===== src/dac_load_host_pkg.sv =====
/*
 * constants, mode codes and states for the two-byte dac load host.
 * assumes a 10 MHz sys_clk; all times are turned into cycle counts here.
 */
package dac_load_host_pkg;

    // ----------------------------------------------------------------
    // clock and write-cycle timing
    // ----------------------------------------------------------------
    localparam int CLK_PERIOD_NS  = 100;
    localparam int SETUP_NS       = 100;
    localparam int PULSE_NS       = 150;
    localparam int HOLD_NS        = 100;
    // least times round up, and none is below one cycle
    localparam int SETUP_CYC      = ((SETUP_NS + CLK_PERIOD_NS - 1) / CLK_PERIOD_NS) < 1 ? 1 :
                                    ((SETUP_NS + CLK_PERIOD_NS - 1) / CLK_PERIOD_NS);
    localparam int PULSE_CYC      = ((PULSE_NS + CLK_PERIOD_NS - 1) / CLK_PERIOD_NS) < 1 ? 1 :
                                    ((PULSE_NS + CLK_PERIOD_NS - 1) / CLK_PERIOD_NS);
    localparam int HOLD_CYC       = ((HOLD_NS + CLK_PERIOD_NS - 1) / CLK_PERIOD_NS) < 1 ? 1 :
                                    ((HOLD_NS + CLK_PERIOD_NS - 1) / CLK_PERIOD_NS);
    localparam int CNT_W          = 4;

    // ----------------------------------------------------------------
    // data layout and transfer modes
    // ----------------------------------------------------------------
    localparam int CODE_W         = 12;
    localparam int BYTE_W         = 8;
    localparam int HIGH_NIBBLE_LO = 8;
    localparam logic [1:0] MODE_AUTO_LOW_FIRST  = 2'h0;
    localparam logic [1:0] MODE_AUTO_HIGH_FIRST = 2'h1;
    localparam logic [1:0] MODE_STROBED         = 2'h2;
    localparam logic [7:0] DATA_RESET           = 8'h00;
    localparam logic [11:0] CODE_RESET          = 12'h000;

    // ----------------------------------------------------------------
    // sequencer states
    // ----------------------------------------------------------------
    typedef enum logic [3:0] {
        ST_IDLE,
        ST_SET1,
        ST_ACT1,
        ST_HOLD1,
        ST_SET2,
        ST_ACT2,
        ST_HOLD2,
        ST_LD_ACT,
        ST_LD_HOLD
    } state_t;

endpackage


===== src/dac_load_host.sv =====
/*
 * host side write sequencer for a bank of two-byte loaded 12-bit dacs.
 * assumes the user logic on sys_clk issues requests only while ready is high,
 * and that each converter's byte selects and the shared load strobe are wired
 * straight from these ports.
 */
// What this block does
// - base address write asserts low-byte select, latching bus byte into low register.
// - high byte carries code bits 11..8 in its lower nibble; low byte the rest.
// - auto mode: load strobe pulses with second byte select, updating output that write.
// - high-first host: high select first, load strobe goes with low select.
// - high-first host sends high byte from lower address, then low byte.
// - low-first host: low select first, then high select together with load strobe.
// - each converter gets own selects; one shared load strobe updates all together.
// - strobed mode: two byte writes, then a separate third load strobe write.
`timescale 1ns/1ps
`default_nettype none

module dac_load_host #(
    parameter int NUM_DACS = 2,
    parameter int IDX_W    = 1
) (
    input  wire logic                 sys_clk,
    input  wire logic                 reset_n,
    input  wire logic                 write_req,
    input  wire logic [1:0]           write_mode,
    input  wire logic [IDX_W-1:0]     write_dac,
    input  wire logic [11:0]          write_code,
    input  wire logic                 load_req,
    input  wire logic                 override_req,
    input  wire logic                 override_ones,
    output logic                      ready,
    output logic                      done,
    output logic [7:0]                dac_data,
    output logic [NUM_DACS-1:0]       low_byte_select_n,
    output logic [NUM_DACS-1:0]       high_byte_select_n,
    output logic                      load_output_strobe_n,
    output logic                      format_or_override_n,
    output logic                      override_level
);

    // ----------------------------------------------------------------
    // helpers
    // ----------------------------------------------------------------
    function automatic logic low_goes_first(input logic [1:0] mode);
        return mode != dac_load_host_pkg::MODE_AUTO_HIGH_FIRST;
    endfunction

    function automatic logic [7:0] byte_of(input logic [11:0] code, input logic high);
        if (high) begin
            return {4'h0, code[dac_load_host_pkg::CODE_W-1:dac_load_host_pkg::HIGH_NIBBLE_LO]};
        end
        return code[dac_load_host_pkg::BYTE_W-1:0];
    endfunction

    localparam logic [3:0] SETUP_LD = 4'(dac_load_host_pkg::SETUP_CYC - 1);
    localparam logic [3:0] PULSE_LD = 4'(dac_load_host_pkg::PULSE_CYC - 1);
    localparam logic [3:0] HOLD_LD  = 4'(dac_load_host_pkg::HOLD_CYC - 1);

    // ----------------------------------------------------------------
    // sequencer
    // ----------------------------------------------------------------
    dac_load_host_pkg::state_t state_q, state_d;
    logic [3:0]       cnt_q, cnt_d;
    logic [7:0]       data_q, data_d;
    logic [11:0]      code_q, code_d;
    logic [1:0]       mode_q, mode_d;
    logic [IDX_W-1:0] idx_q, idx_d;
    logic             lo_q, lo_d;
    logic             hi_q, hi_d;
    logic             ld_q, ld_d;
    logic             done_q, done_d;
    logic             ovr_q, ovr_d;
    logic             lvl_q, lvl_d;
    logic             first_low;

    always_comb begin
        state_d   = state_q;
        cnt_d     = cnt_q;
        data_d    = data_q;
        code_d    = code_q;
        mode_d    = mode_q;
        idx_d     = idx_q;
        done_d    = 1'b0;
        first_low = low_goes_first(mode_q);
        ovr_d     = override_req;
        lvl_d     = override_ones;
        unique case (state_q)
            dac_load_host_pkg::ST_IDLE: begin
                if (write_req) begin
                    code_d  = write_code;
                    mode_d  = write_mode;
                    idx_d   = write_dac;
                    // high-first host sends the byte that sits at the lower address first
                    data_d  = byte_of(write_code, !low_goes_first(write_mode));
                    cnt_d   = SETUP_LD;
                    state_d = dac_load_host_pkg::ST_SET1;
                end else if (load_req) begin
                    cnt_d   = PULSE_LD;
                    state_d = dac_load_host_pkg::ST_LD_ACT;
                end
            end
            dac_load_host_pkg::ST_SET1: begin
                cnt_d = cnt_q - 4'h1;
                if (cnt_q == 4'h0) begin
                    cnt_d   = PULSE_LD;
                    state_d = dac_load_host_pkg::ST_ACT1;
                end
            end
            dac_load_host_pkg::ST_ACT1: begin
                cnt_d = cnt_q - 4'h1;
                if (cnt_q == 4'h0) begin
                    cnt_d   = HOLD_LD;
                    state_d = dac_load_host_pkg::ST_HOLD1;
                end
            end
            dac_load_host_pkg::ST_HOLD1: begin
                cnt_d = cnt_q - 4'h1;
                if (cnt_q == 4'h0) begin
                    data_d  = byte_of(code_q, first_low);
                    cnt_d   = SETUP_LD;
                    state_d = dac_load_host_pkg::ST_SET2;
                end
            end
            dac_load_host_pkg::ST_SET2: begin
                cnt_d = cnt_q - 4'h1;
                if (cnt_q == 4'h0) begin
                    cnt_d   = PULSE_LD;
                    state_d = dac_load_host_pkg::ST_ACT2;
                end
            end
            dac_load_host_pkg::ST_ACT2: begin
                cnt_d = cnt_q - 4'h1;
                if (cnt_q == 4'h0) begin
                    cnt_d   = HOLD_LD;
                    state_d = dac_load_host_pkg::ST_HOLD2;
                end
            end
            dac_load_host_pkg::ST_HOLD2,
            dac_load_host_pkg::ST_LD_HOLD: begin
                cnt_d = cnt_q - 4'h1;
                if (cnt_q == 4'h0) begin
                    done_d  = 1'b1;
                    state_d = dac_load_host_pkg::ST_IDLE;
                end
            end
            dac_load_host_pkg::ST_LD_ACT: begin
                cnt_d = cnt_q - 4'h1;
                if (cnt_q == 4'h0) begin
                    cnt_d   = HOLD_LD;
                    state_d = dac_load_host_pkg::ST_LD_HOLD;
                end
            end
        endcase
        // strobes follow the next state so they leave flops cleanly
        lo_d = ((state_d == dac_load_host_pkg::ST_ACT1) && first_low) ||
               ((state_d == dac_load_host_pkg::ST_ACT2) && !first_low);
        hi_d = ((state_d == dac_load_host_pkg::ST_ACT1) && !first_low) ||
               ((state_d == dac_load_host_pkg::ST_ACT2) && first_low);
        // auto modes fire the load with the second byte; strobed mode never does
        ld_d = ((state_d == dac_load_host_pkg::ST_ACT2) &&
                (mode_d != dac_load_host_pkg::MODE_STROBED)) ||
               (state_d == dac_load_host_pkg::ST_LD_ACT);
    end

    always_ff @(posedge sys_clk or negedge reset_n) begin
        if (!reset_n) begin
            state_q <= dac_load_host_pkg::ST_IDLE;
            cnt_q   <= 4'h0;
            data_q  <= dac_load_host_pkg::DATA_RESET;
            code_q  <= dac_load_host_pkg::CODE_RESET;
            mode_q  <= dac_load_host_pkg::MODE_AUTO_LOW_FIRST;
            idx_q   <= '0;
            lo_q    <= 1'b0;
            hi_q    <= 1'b0;
            ld_q    <= 1'b0;
            done_q  <= 1'b0;
            ovr_q   <= 1'b0;
            lvl_q   <= 1'b0;
        end else begin
            state_q <= state_d;
            cnt_q   <= cnt_d;
            data_q  <= data_d;
            code_q  <= code_d;
            mode_q  <= mode_d;
            idx_q   <= idx_d;
            lo_q    <= lo_d;
            hi_q    <= hi_d;
            ld_q    <= ld_d;
            done_q  <= done_d;
            ovr_q   <= ovr_d;
            lvl_q   <= lvl_d;
        end
    end

    // ----------------------------------------------------------------
    // pins
    // ----------------------------------------------------------------
    // one select pair per converter; the load strobe is common to the bank
    for (genvar g = 0; g < NUM_DACS; g++) begin : g_sel
        assign low_byte_select_n[g]  = !(lo_q && (idx_q == IDX_W'(g)));
        assign high_byte_select_n[g] = !(hi_q && (idx_q == IDX_W'(g)));
    end

    assign load_output_strobe_n = !ld_q;
    assign dac_data             = data_q;
    // override acts inside the converter; the host only holds the two levels
    assign format_or_override_n = !ovr_q;
    assign override_level       = lvl_q;
    assign ready                = (state_q == dac_load_host_pkg::ST_IDLE);
    assign done                 = done_q;
endmodule

`default_nettype wire


===== config.mk =====
export PLATFORM = sky130hd
export DESIGN_NAME = dac_load_host
export DESIGN_NICKNAME = d
export VERILOG_FILES = /design/src/dac_load_host_pkg.sv /design/src/dac_load_host.sv
export SDC_FILE = /design/constraint.sdc
export NUM_CORES = 1
export LEC_CHECK = 0
export ABC_CLOCK_PERIOD_IN_PS = 4950
export BUFFER_PORTS_ARGS = -buffer_cell sky130_fd_sc_hd__buf_2
export CORE_ASPECT_RATIO = 1.1
export CORE_MARGIN = 1.5
export CORE_UTILIZATION = 58
export CTS_CLUSTER_DIAMETER = 30
export CTS_CLUSTER_SIZE = 10
export DETAILED_ROUTE_END_ITERATION = 10
export PLACE_DENSITY = 0.89
export SLEW_MARGIN = 30
export SYNTH_ARGS = -nofsm -noshare
export SYNTH_HDL_FRONTEND = slang
export SYNTH_SLANG_ARGS = --single-unit

===== constraint.sdc =====
create_clock -name sys_clk -period 4.95 [get_ports sys_clk]
set_input_delay 0.7425 -clock sys_clk [delete_from_list [all_inputs] [get_ports sys_clk]]
set_output_delay 0.7425 -clock sys_clk [all_outputs]
set_load 0.01 [all_outputs]

* Yosys cells after proc, flatten, opt, wreduce, memory -nomap -nowiden
Cells that the tools add are included.
** Word-level totals
- Flip-flop bits (word level) :: 37
- Input port bits :: 21
- Output and inout port bits :: 17
- Logic and storage cells :: 90
** Cells by class
- $add $sub $neg :: 1
- Eq/ne operators :: 17
- Muxes and demuxes :: 32
- Bitwise logic cells :: 1
- Reduce and logical (&&, ||, !) cells :: 27
** Operator list (count)
- two-way mux 4 bit :: 13
- two-way mux 8 bit :: 6
- case mux 4 bit (8 select lines) :: 1
- equality test 4 x 3 -> 1 bit (second input constant) :: 6
- case mux 4 bit (4 select lines) :: 1
- case mux 8 bit (2 select lines) :: 1
- equality test 4 x 2 -> 1 bit (second input constant) :: 3
- logical AND 1 bit :: 9
- zero test 4 bit :: 2
- two-way mux 1 bit :: 8
- zero test 1 bit :: 7
- inequality test 2 bit (second input constant) :: 3
- equality test 4 x 1 -> 1 bit (second input constant) :: 1
- equality test 4 bit (second input constant) :: 1
- two-way mux 2 bit :: 2
- inequality test 2 x 1 -> 1 bit (second input constant) :: 2
- OR reduction 2 bit :: 2
- OR reduction 4 bit :: 1
- subtractor 4 x 1 -> 4 bit (second input constant) :: 1
- logical OR 1 bit :: 3
- inequality test 3 bit (second input constant) :: 1
- AND reduction 3 bit :: 1
- AND reduction 2 bit :: 1
- nonzero test 2 bit :: 1
- NOT 1 bit :: 1

* Longest topological paths before layout
Gate-level depths: netlist of the first run.
- Depth in word-level cells :: 7
- Depth in mapped cells :: 8
- Mapped depth without buffers :: 7

* Worst setup path before layout of the first run
OpenSTA, ideal clock, no wires.
- Kind :: reg2reg
- Start :: register cnt_q[0]
- End :: register ld_q
- Library setup time :: 0.121 ns
- Data arrival time :: 2.011 ns
- Data required time :: 4.829 ns
- Path slack :: 2.818 ns
- Stages on the path, launching flop included :: 9
- Path buffers :: 1
- Clock period less this slack :: 2.132 ns
- Path through :: dfrtp_1 inv_1 ha_1 or3b_1 clkbuf_2 o311ai_1 o211ai_1 or3b_1 and4b_1
** On the way
- Word-level cells in the longest chain between the ends :: 6
- Elaborated cells on any way between the ends :: 13
- Classes of those cells :: eq/ne: 2; mux: 8; reduce/logical: 3
** RTL lines
- start, declared :: RTL line dac_load_host.sv:64 : logic [3:0] cnt_q, cnt_d;
- start signal, assigned :: RTL line dac_load_host.sv:182 : cnt_q <= cnt_d;
- zero test 4 bit (*)
- two-way mux 4 bit, or another cell as far along :: RTL line dac_load_host.sv:149 : if (cnt_q == 4'h0) begin
- case mux 4 bit (8 select lines) (*) :: RTL line dac_load_host.sv:88 : unique case (state_q)
- named net state_d[1] :: RTL line dac_load_host.sv:63 : dac_load_host_pkg::state_t state_q, state_d;
- equality test 4 x 3 -> 1 bit :: RTL line dac_load_host.sv:161 : ld_d = ((state_d == dac_load_host_pkg::ST_ACT2) &&
- logical AND 1 bit :: RTL line dac_load_host.sv:161
- logical OR 1 bit (*) :: RTL line dac_load_host.sv:162 : (mode_d != dac_load_host_pkg::MODE_STROBED)) ||
- named net ld_d :: RTL line dac_load_host.sv:71 : logic ld_q, ld_d;
- end signal, assigned :: RTL line dac_load_host.sv:189 : ld_q <= ld_d;
- end, declared :: RTL line dac_load_host.sv:71
Mark *: on every way through the listed nets, which the timed path passes. The rest lies on a longest branch.
A chain may end at the register's enable or synchronous reset.

* Worst setup path in the final report of the first run
- Start :: register state_q[1]
- End :: output port ready
** On the way
- Word-level cells in the longest chain between the ends :: 1
** RTL lines
- start, declared :: RTL line dac_load_host.sv:63
- start signal, assigned :: RTL line dac_load_host.sv:168 : state_q <= dac_load_host_pkg::ST_IDLE;
- start signal, assigned :: RTL line dac_load_host.sv:181 : state_q <= state_d;
- zero test 4 bit :: RTL line dac_load_host.sv:210 : assign ready = (state_q == dac_load_host_pkg::ST_IDLE);
- end, declared :: RTL line dac_load_host.sv:32 : output logic ready,
No other way between the ends.

==> results_dict.tcl, run 1 <==
set metrics [dict create \
    die_h_um 63.61 \
    cp-start-kind "register" \
    route.antenna.remaining_nets 0 \
    syn_to_final_growth_pct 12.86 \
    cts_tree "built" \
    grt-ovfl-total 0 \
    nFillCells 230 \
    period_minus_slack_ps 2460 \
    cp.required_ps 4210 \
    path_max_fanout 15 \
    numCtsBuffers 5 \
    synth_cell_type_count 40 \
    grt_antenna_before_repair 0 \
    finalSetupViolCount 0 \
    first_global_vias 1453 \
    relSlewSlack_pct 46.56 \
    initial_core_util_pct 61.94 \
    htree_levels 2 \
    final_util_pct 69.91 \
    core_area_sq_um 3127 \
    synth_edf_count 0 \
    vdd_ir_drop_max_mv 0.3374 \
    p_per_area_nw_per_um2 592.4 \
    clock_latency_ps 330 \
    fin_hold_ws_ps 481.1 \
    nets 247 \
    synth.avg_cell_area_sq_um 10.09 \
    ys.flop_type "dfrtp_1" \
    wl_per_cell_um 13.67 \
    synthTopCellsByArea "dfrtp_1, mux2_2, nand2_1" \
    fin_setup_tns_ps 0 \
    die_w_um 58.10 \
    yosysMostFrequentCell "dfrtp_1" \
    criticalPathCategory "register to primary output" \
    die_area_sq_um 3696 \
    violations "design-rule violations" \
    port_buffers 37 \
    dp_hpwl_um 2581 \
    vias 1531 \
    syn_nets 214 \
    synth_warnings 0 \
    synth_common_cells "dfrtp_1, mux2_2, nand2_1" \
    grtUsageTotal_pct 20.69 \
    drtPass1Iterations 7 \
    grt_max_degree 38 \
    yosysSeqAreaShare_pct 47.80 \
    grt_pass1_wl_um 5989 \
    via_per_inst 5.888 \
    synth_seq_cells 37 \
    fin_crit_sh_pct 49.69 \
    cts_setup_buffers 0 \
    rows 21 \
    clock-sinks 37 \
    cts_hold_buf 0 \
    path_clk_slew_ps 110 \
    maxCapViolCount 0 \
    syn_area_sq_um 1937 \
    cts-root-buf "clkbuf_4" \
    finalHoldViolCount 0 \
    status "finished with violations" \
    grt_setup_unrepaired "false" \
    synth.top_cell.area_share_pct 47.80 \
    drv_slew 0 \
    cts_buffer_depth 2 \
    finalWeightedCongestion 0.9069 \
    layout-drive-gt1-share_pct 30.97 \
    drt_wl_total_um 3553 \
    clock_skew_ps 9.272 \
    arrival_ps 1720 \
    hp-class "input port to async pin" \
    ctsResizeCount 0 \
    syn_inst 192 \
    cp-end-kind "primary output" \
    antenna_cells 0 \
    drc 4 \
    drt_iter0_markers 66 \
    yosysTopAreaCell "dfrtp_1" \
    async_flop_share_pct 100.0 \
    worst_pin_slew_ps 790.5 \
    ios 38 \
    fmax_mhz 406.6 \
    p_leak_uw 0.001023 \
]
==> layout make-up <==
class | count | area [sq um] | area share (%)
multi-input cells | 135 | 943.4 | 43.16
clock inverters | 2 | 10.01 | 0.4579
inverters | 8 | 30.03 | 1.374
flip-flops and latches | 37 | 925.9 | 42.36
repair buffers | 38 | 192.7 | 8.815
clock buffers | 6 | 41.29 | 1.889
well taps | 34 | 42.54 | 1.946
==> critical path: stages, from the launching register on <==
cell and delay (ps):
dfrtp_1 570, nor4_4 590, buf_2 230
==> stage by stage <==
stage | instances | worst slack [ps] | power, uW | area [sq um]
5_1_grt | 260 | 2410 | 1411 | 2186
4_1_cts | 260 | 2512 | 1296 | 2177
6_report | 260 | 2490 | 1295 | 2186
3_3_place_gp | 252 | 2554 | 1134 | 2126
2_1_floorplan | 192 | 2818 | 1003 | 1937
3_5_place_dp | 252 | 2562 | 1150 | 2126
==> path summary, 6_finish.rpt <==
kind	startpoint	endpoint	slack [ps]	cells past startpoint
setup / recovery	state_q[1]	ready	2490	2
hold / removal	reset_n	code_q[1]	480	1
setup reg to reg	state_q[1]	ld_q	2500	5
hold reg to reg	dac_data[4]	dac_data[4]	480	2
max in group asynchronous	reset_n	state_q[1]	3970	1
min in group sys_clk	dac_data[4]	dac_data[4]	480	2
==> report_power, final <==
part | switching, uW | internal (uW)
registers | 124 | 432
clock network | 92.2 | 54.1
logic | 299 | 294
total | 515 | 780
==> registers in the layout, indices dropped and copies added (netlist names) <==
register        count
cnt_q               4
code_q             12
dac_data            8
done                1
hi_q                1
idx_q               1
ld_q                1
lo_q                1
mode_q              2
override_level      1
ovr_q               1
state_q             4
==> logic make-up after synthesis <==
| group | synth area share [%] |
|---|---|
| simple gates | 16.09 |
| compound gates | 15.25 |
| flops | 47.80 |
| mux | 14.92 |
| buf+inv | 3.940 |
| xor+xnor | 1.357 |
| fa+ha+maj | 0.6459 |
==> placed cells by master, fill, tap and decap left out, types with 2 or more instances in the layout <==
cell,netlist,final
nor3_1,4,4
mux2i_1,6,6
clkinv_2,0,2
nand2_1,19,19
o211ai_1,3,3
or3b_1,2,2
and2_1,2,2
a211oi_1,2,2
xor2_1,2,2
a21oi_1,9,8
mux2_2,19,19
buf_2,0,37
o21ai_0,14,14
nand3_1,2,2
a22oi_1,8,8
nor2b_1,2,2
nor2_1,16,16
dfrtp_1,37,37
clkbuf_4,0,5
inv_1,8,8
o21a_1,2,2
nand2b_1,3,3
==> metal layers <==
metal	track usage, %	part of all wire (%)	up-vias
li1	-	-	746
met1	24.87	44	729
met2	35.09	49	54
met3	5.339	6.2	2
met4	7.558	0.39	0
met5	0	0	-
Power figures use the tool's default switching activity.
==> run 2: changes to the inputs <==
- ABC_AREA: unset -> 1
- ABC_CLOCK_PERIOD_IN_PS: 4950 -> 2500
- CORE_UTILIZATION: 58 -> 55
- PLACE_DENSITY: 0.89 -> 0.85
- clock period: 4.95 -> 2.5 ns (I/O delays scaled with it)
==> run 2 against run 1 <==
  * The run now ends clean
  * Sequential share of layout area fell by 1.3 points
  * Flip-flop and latch count did not move
  * Via count rose by 8.9%
  * Utilization fell by 3.4 points
  * Clock power rose to 3.0 times the previous value
  * Count of clock-buffer cells in the layout did not move
  * Sequential power rose by 89%
  * Die area rose by 7.9%
  * Largest cell class is now flip-flops and latches
  * Largest power group unchanged
==> results_dict.tcl, run 2 <==
set metrics [dict create \
    max_stage_delay_ps 590 \
    r2r_start "state_q[0]" \
    syn_area_sq_um 1991 \
    drtPass1Iterations 4 \
    ios 38 \
    p_leak_uw 0.001166 \
    final_cell_mix "nor2_1, dfrtp_1, buf_2" \
    cp_common_cell "nand2_4" \
    vias 1667 \
    yosysSeqAreaShare_pct 46.51 \
    wl_per_cell_um 12.56 \
    largest_reg_flops 12 \
    path_max_fanout 23 \
    synthTopCellsByArea "dfrtp_1, nor2_1, nand2_1" \
    synth_cell_type_count 29 \
    grtUsageTotal_pct 22.89 \
    criticalPathCategory "register to register" \
    port_buffers 37 \
    drv_slew 0 \
    finalSetupViolCount 0 \
    reg2reg_depth 7 \
    synth_seq_cells 37 \
    path_cells "clkinv_4 > nand2_4 > nor2_8 > nand2_4 > nand2_2 > nor2_1 > a31oi_1" \
    die_h_um 66.10 \
    finalWeightedCongestion 0.9130 \
    cts_tree "built" \
    clock-sinks 37 \
    cpMaxStageDelayCell "dfrtp_1" \
    cts-root-buf "clkbuf_4" \
    grt_setup_unrepaired "false" \
    maxCapViolCount 0 \
    met2_length_um 1790 \
    dp_hpwl_um 2929 \
    final_cell_area_sq_um 2253 \
    final_common_cell "nor2_1" \
    finalHoldViolCount 0 \
    largest_register "code_q" \
    ff2ff_setup_slack_ps 720 \
    reg2reg_to "dac_data[4]" \
    grt_max_degree 38 \
    synth.avg_cell_area_sq_um 8.693 \
    cts_setup_buffers 0 \
    synth_common_cells "nor2_1, dfrtp_1, nand2_1" \
    nets 287 \
    syn_inst 229 \
    fmax_mhz 563.1 \
    via_per_inst 5.309 \
    vdd_ir_drop_max_mv 0.7278 \
    cts_buffer_depth 2 \
    drt_wl_total_um 3945 \
    ys.flop_type "dfrtp_1" \
    clock_skew_ps 8.988 \
    clock_latency_ps 350 \
    synth_warnings 0 \
    async_flop_share_pct 100.0 \
    drc 0 \
    synth_edf_count 0 \
    wl_met1_um 1865 \
    nFillCells 293 \
    fin_setup_tns_ps 0 \
    synth.top_cell.area_share_pct 46.51 \
    relSlewSlack_pct 48.16 \
    die_w_um 60.36 \
    period_minus_slack_ps 1776 \
    syn_to_final_growth_pct 13.20 \
    cp-start-kind "register" \
    fin_crit_sh_pct 71.04 \
    status "finished, final reports clean" \
    syn_nets 251 \
    core_area_sq_um 3386 \
    cp-end-kind "register" \
    htree_levels 2 \
    placed_area_sq_um 2165 \
    worst_pin_slew_ps 777.6 \
    arrival_ps 2000 \
    route.top_layer_used "met4" \
    rows 22 \
    die_area_sq_um 3989 \
    hp-class "input port to async pin" \
    first_global_vias 1489 \
    drt_iter0_markers 103 \
    ctsResizeCount 0 \
    path_clk_slew_ps 110 \
    layout-drive-gt1-share_pct 27.82 \
    yosysTopAreaCell "dfrtp_1" \
    grt_antenna_before_repair 0 \
    grt-ovfl-total 0 \
    antenna_cells 0 \
    cp.required_ps 2720 \
    cts_hold_buf 0 \
    p_per_area_nw_per_um2 1292 \
    initial_core_util_pct 58.80 \
    grt_pass1_wl_um 6693 \
    numCtsBuffers 5 \
    route.antenna.remaining_nets 0 \
    yosysMostFrequentCell "nor2_1" \
    wl_met3_um 211 \
]
-- run 2: cell types whose count changed after synthesis, moves of 8 or more --
| cell | change |
|---|---|
| clkbuf_1 | -9 |
| inv_1 | +10 |
| nand2_1 | +16 |
| nand3_1 | +18 |
| a22oi_1 | -8 |
| mux2_2 | -19 |
| nor2_1 | +22 |
-- run 2: final cells by class --
type                    count  area (sq um)  area share (%)
clock buffers               6         51.30           2.277
flip-flops and latches     37         925.9           41.09
clock inverters             2         37.54           1.666
repair buffers             37         185.2           8.218
multi-input cells         160         893.4           39.64
inverters                  24         100.1           4.442
well taps                  48         60.06           2.665
-- run 2: worst max path at each step --
stage,start,end,slack [ps],cells past startpoint
2_1_floorplan,state_q[1],ld_q,1080,10
3_3_place_gp,state_q[0],dac_data[0],770,7
3_5_place_dp,state_q[0],dac_data[4],760,7
4_1_cts,state_q[0],dac_data[4],740,7
5_1_grt,state_q[0],dac_data[3],570,7
6_report,state_q[0],dac_data[4],720,7
-- run 2: logic make-up after synthesis --
kind of cell,synth area share [%]
XOR/XNOR,0.8801
adder cells (fa/ha/maj),0.6284
AND/OR/NAND/NOR,26.34
AO/OA/AOI/OAI,11.00
buffers and inverters,8.611
multiplexers,6.034
flip-flops,46.51
-- run 2: critical path, delay by kind of cell, from the launching register on --
| kind | cells | cell delay, ps |
|---|---|---|
| DFF | 1 | 590 |
| buffers and inverters | 1 | 130 |
| and+or+nand+nor | 5 | 880 |
| AOI/OAI and AO/OA | 1 | 50 |
-- run 2: where the power goes --
part	leakage (uW)	internal (uW)	switching, uW
logic	0.000679	555	872
registers	0.000443	857	190
clock network	0.0000445	238	200
total	0.00117	1650	1260
-- run 2: metrics by stage --
step | util, % | worst slack [ps] | total power (uW) | instances | hold slack [ps]
2_1_floorplan | - | 1083 | 2177 | 229 | 79.41
5_1_grt | 66.56 | 574.2 | 3171 | 314 | 115.8
3_5_place_dp | 63.93 | 758.2 | 2473 | 306 | 476.7
4_1_cts | 66.56 | 740.5 | 2914 | 314 | 108.0
6_report | 66.56 | 724.1 | 2912 | 314 | 89.72
3_3_place_gp | 63.93 | 774.5 | 2441 | 306 | 465.8
-- run 2: layer usage --
layer	vias up	global-route usage, %
li1	834	-
met1	770	30.99
met2	52	34.51
met3	11	5.479
met4	0	10.28
met5	-	0
==> run 3: changes to the inputs <==
- ABC_AREA: 1 -> 0
- ABC_CLOCK_PERIOD_IN_PS: 2500 -> 1600
- CORE_UTILIZATION: 55 -> 49
- PLACE_DENSITY: 0.85 -> 0.81
- clock period: 2.5 -> 1.6 ns (I/O delays scaled with it)
==> run 3 against run 2 <==
  * The run now ends with negative setup slack left
  * Total power up 110%
  * Utilization up 11 points
  * Flip-flop and latch count unchanged
  * Combinational power up 140%
  * Fmax down 14%
  * First-iteration DRC count up 3.9%
  * Hold slack worse by 34 ps
  * Register-to-register slack worse by 1200 ps
  * Via count up 8.9%
  * Critical path depth unchanged
  * Die area up 8.8%
  * Final area up 27%
  * Critical path type unchanged
  * Critical endpoint is now ld_q
  * Largest cell class is now multi-input combinational cells
  * Largest power group unchanged
==> results_dict.tcl, run 3 (same netlist as run 1, synthesis figures left out) <==
set metrics [dict create \
    status "finished with violations" \
    violations "negative setup slack" \
    grt_max_degree 20 \
    p_int_uw 3761 \
    rows 23 \
    pre_cts_ws_ps -507.6 \
    layout-drive-gt1-share_pct 56.30 \
    final_cell_area_sq_um 2873 \
    nFillCells 215 \
    core_area_sq_um 3712 \
    cp-end-kind "register" \
    path_max_fanout 2 \
    register_area_sq_um 925.9 \
    arrival_ps 2250 \
    cp.required_ps 1780 \
    multi_input_area_sq_um 1150 \
    htree_levels 2 \
    drtPass1Iterations 4 \
    met2_length_um 2806 \
    antenna_cells 0 \
    hp-class "input port to register" \
    dp_hpwl_um 3199 \
    final_util_pct 77.38 \
    finalPower_uw 6020 \
    final_cell_mix "buf_4, dfrtp_1, buf_2" \
    die_w_um 62.95 \
    vias 1815 \
    drv_slew 0 \
    wl_per_cell_um 16.52 \
    p_leak_uw 0.001338 \
    fmax_mhz 484.5 \
    drt_iter0_markers 107 \
    criticalPathCategory "register to register" \
    relSlewSlack_pct 67.35 \
    largest_register "code_q" \
    nets 291 \
    clock-sinks 37 \
    placed_area_sq_um 2422 \
    finalWeightedCongestion 0.8815 \
    cts-root-buf "clkbuf_8" \
    largest_reg_flops 12 \
    p_clk_share_pct 16.4 \
    period_minus_slack_ps 2064 \
    drc 0 \
    finalHoldViolCount 0 \
    initial_core_util_pct 52.17 \
    grt_antenna_before_repair 0 \
    wl_met1_um 2010 \
    clock_skew_ps 6.823 \
    fin_crit_sh_pct 129.0 \
    seqPwrFrac_pct 26.9 \
    syn_to_final_growth_pct 48.32 \
    final_common_cell "buf_4" \
    ios 38 \
    port_buffers 37 \
    cts_tree "built" \
    maxCapViolCount 0 \
    drt_wl_total_um 5287 \
    wl_met3_um 318 \
    via_per_inst 5.672 \
    path_clk_slew_ps 80 \
    layout_setup_ws_ps -464.0 \
    route.top_layer_used "met4" \
    vdd_ir_drop_max_mv 1.181 \
    grt_setup_unrepaired "true" \
    route.antenna.remaining_nets 0 \
    die_area_sq_um 4339 \
    cp-start-kind "register" \
    p_per_area_nw_per_um2 2095 \
    grt-ovfl-total 0 \
    finalSetupViolCount 19 \
    clock_latency_ps 300 \
    p_comb_share_pct 56.7 \
    power.switching_uw 2259 \
    fin_setup_tns_ps -3708 \
    first_global_vias 1635 \
    grt_pass1_wl_um 7707 \
    cts_buffer_depth 2 \
    switching_share_pct 37.53 \
    die_h_um 68.94 \
    worst_pin_slew_ps 489.8 \
    grtUsageTotal_pct 23.26 \
    numCtsBuffers 5 \
]
[run 3: worst max-delay path: stages (launching register included)]
cell      delay [ps]
dfrtp_1          390
inv_2             90
ha_4             130
or3b_4           390
o311ai_2         220
o211ai_1         160
or3b_1           380
and4b_1          190
[run 3: through the flow]
stage | instances | hold slack [ps]
after floorplan | 192 | -55.59
after global placement | 300 | 221.1
after detailed placement | 300 | 219.5
after CTS | 317 | 49.14
after global routing | 320 | 47.27
final | 320 | 55.90
[run 3: path summary, 6_finish.rpt]
check | from | to | slack (ps) | cells after the start
max in group asynchronous | reset_n | code_q[9] | 700 | 3
min reg2reg | dac_data[7] | dac_data[7] | 490 | 2
max | cnt_q[0] | ld_q | -460 | 7
min in group asynchronous | reset_n | cnt_q[1] | 430 | 2
min | override_req | ovr_q | 60 | 1
max reg2reg | cnt_q[0] | ld_q | -460 | 7
[run 3: repair_timing]
action,in CTS,in global routing
resized for setup,37,28
gates cloned,1,0
hold buffers,1,0
buffers inserted,7,4
setup endpoints to repair,18,20
endpoints found under the hold margin,18,0
pin swaps,15,9
[run 3: per-layer routing]
metal / GRT usage, % / vias to the layer above
met4: 6.667 / 0
met3: 4.221 / 18
met1: 28.17 / 868
li1: - / 840
met2: 42.95 / 89
met5: 0 / -
[run 3: power by group through the flow]
stage	sequential [uW]	clock [uW]	combinational [uW]
after global placement	1560	0	2490
final	1620	986	3410
after CTS	1590	991	3030
after detailed placement	1580	0	2560
after floorplan	1620	0	1540
after global routing	1660	1040	3660
[run 3: layout make-up]
class	count	share of cell area, %
timing repair buffer	82	19.73
multi-input combinational	135	40.03
sequential	37	32.23
tap	50	2.178
inverter	8	1.045
clock buffer	5	2.395
clock inverter	3	2.395
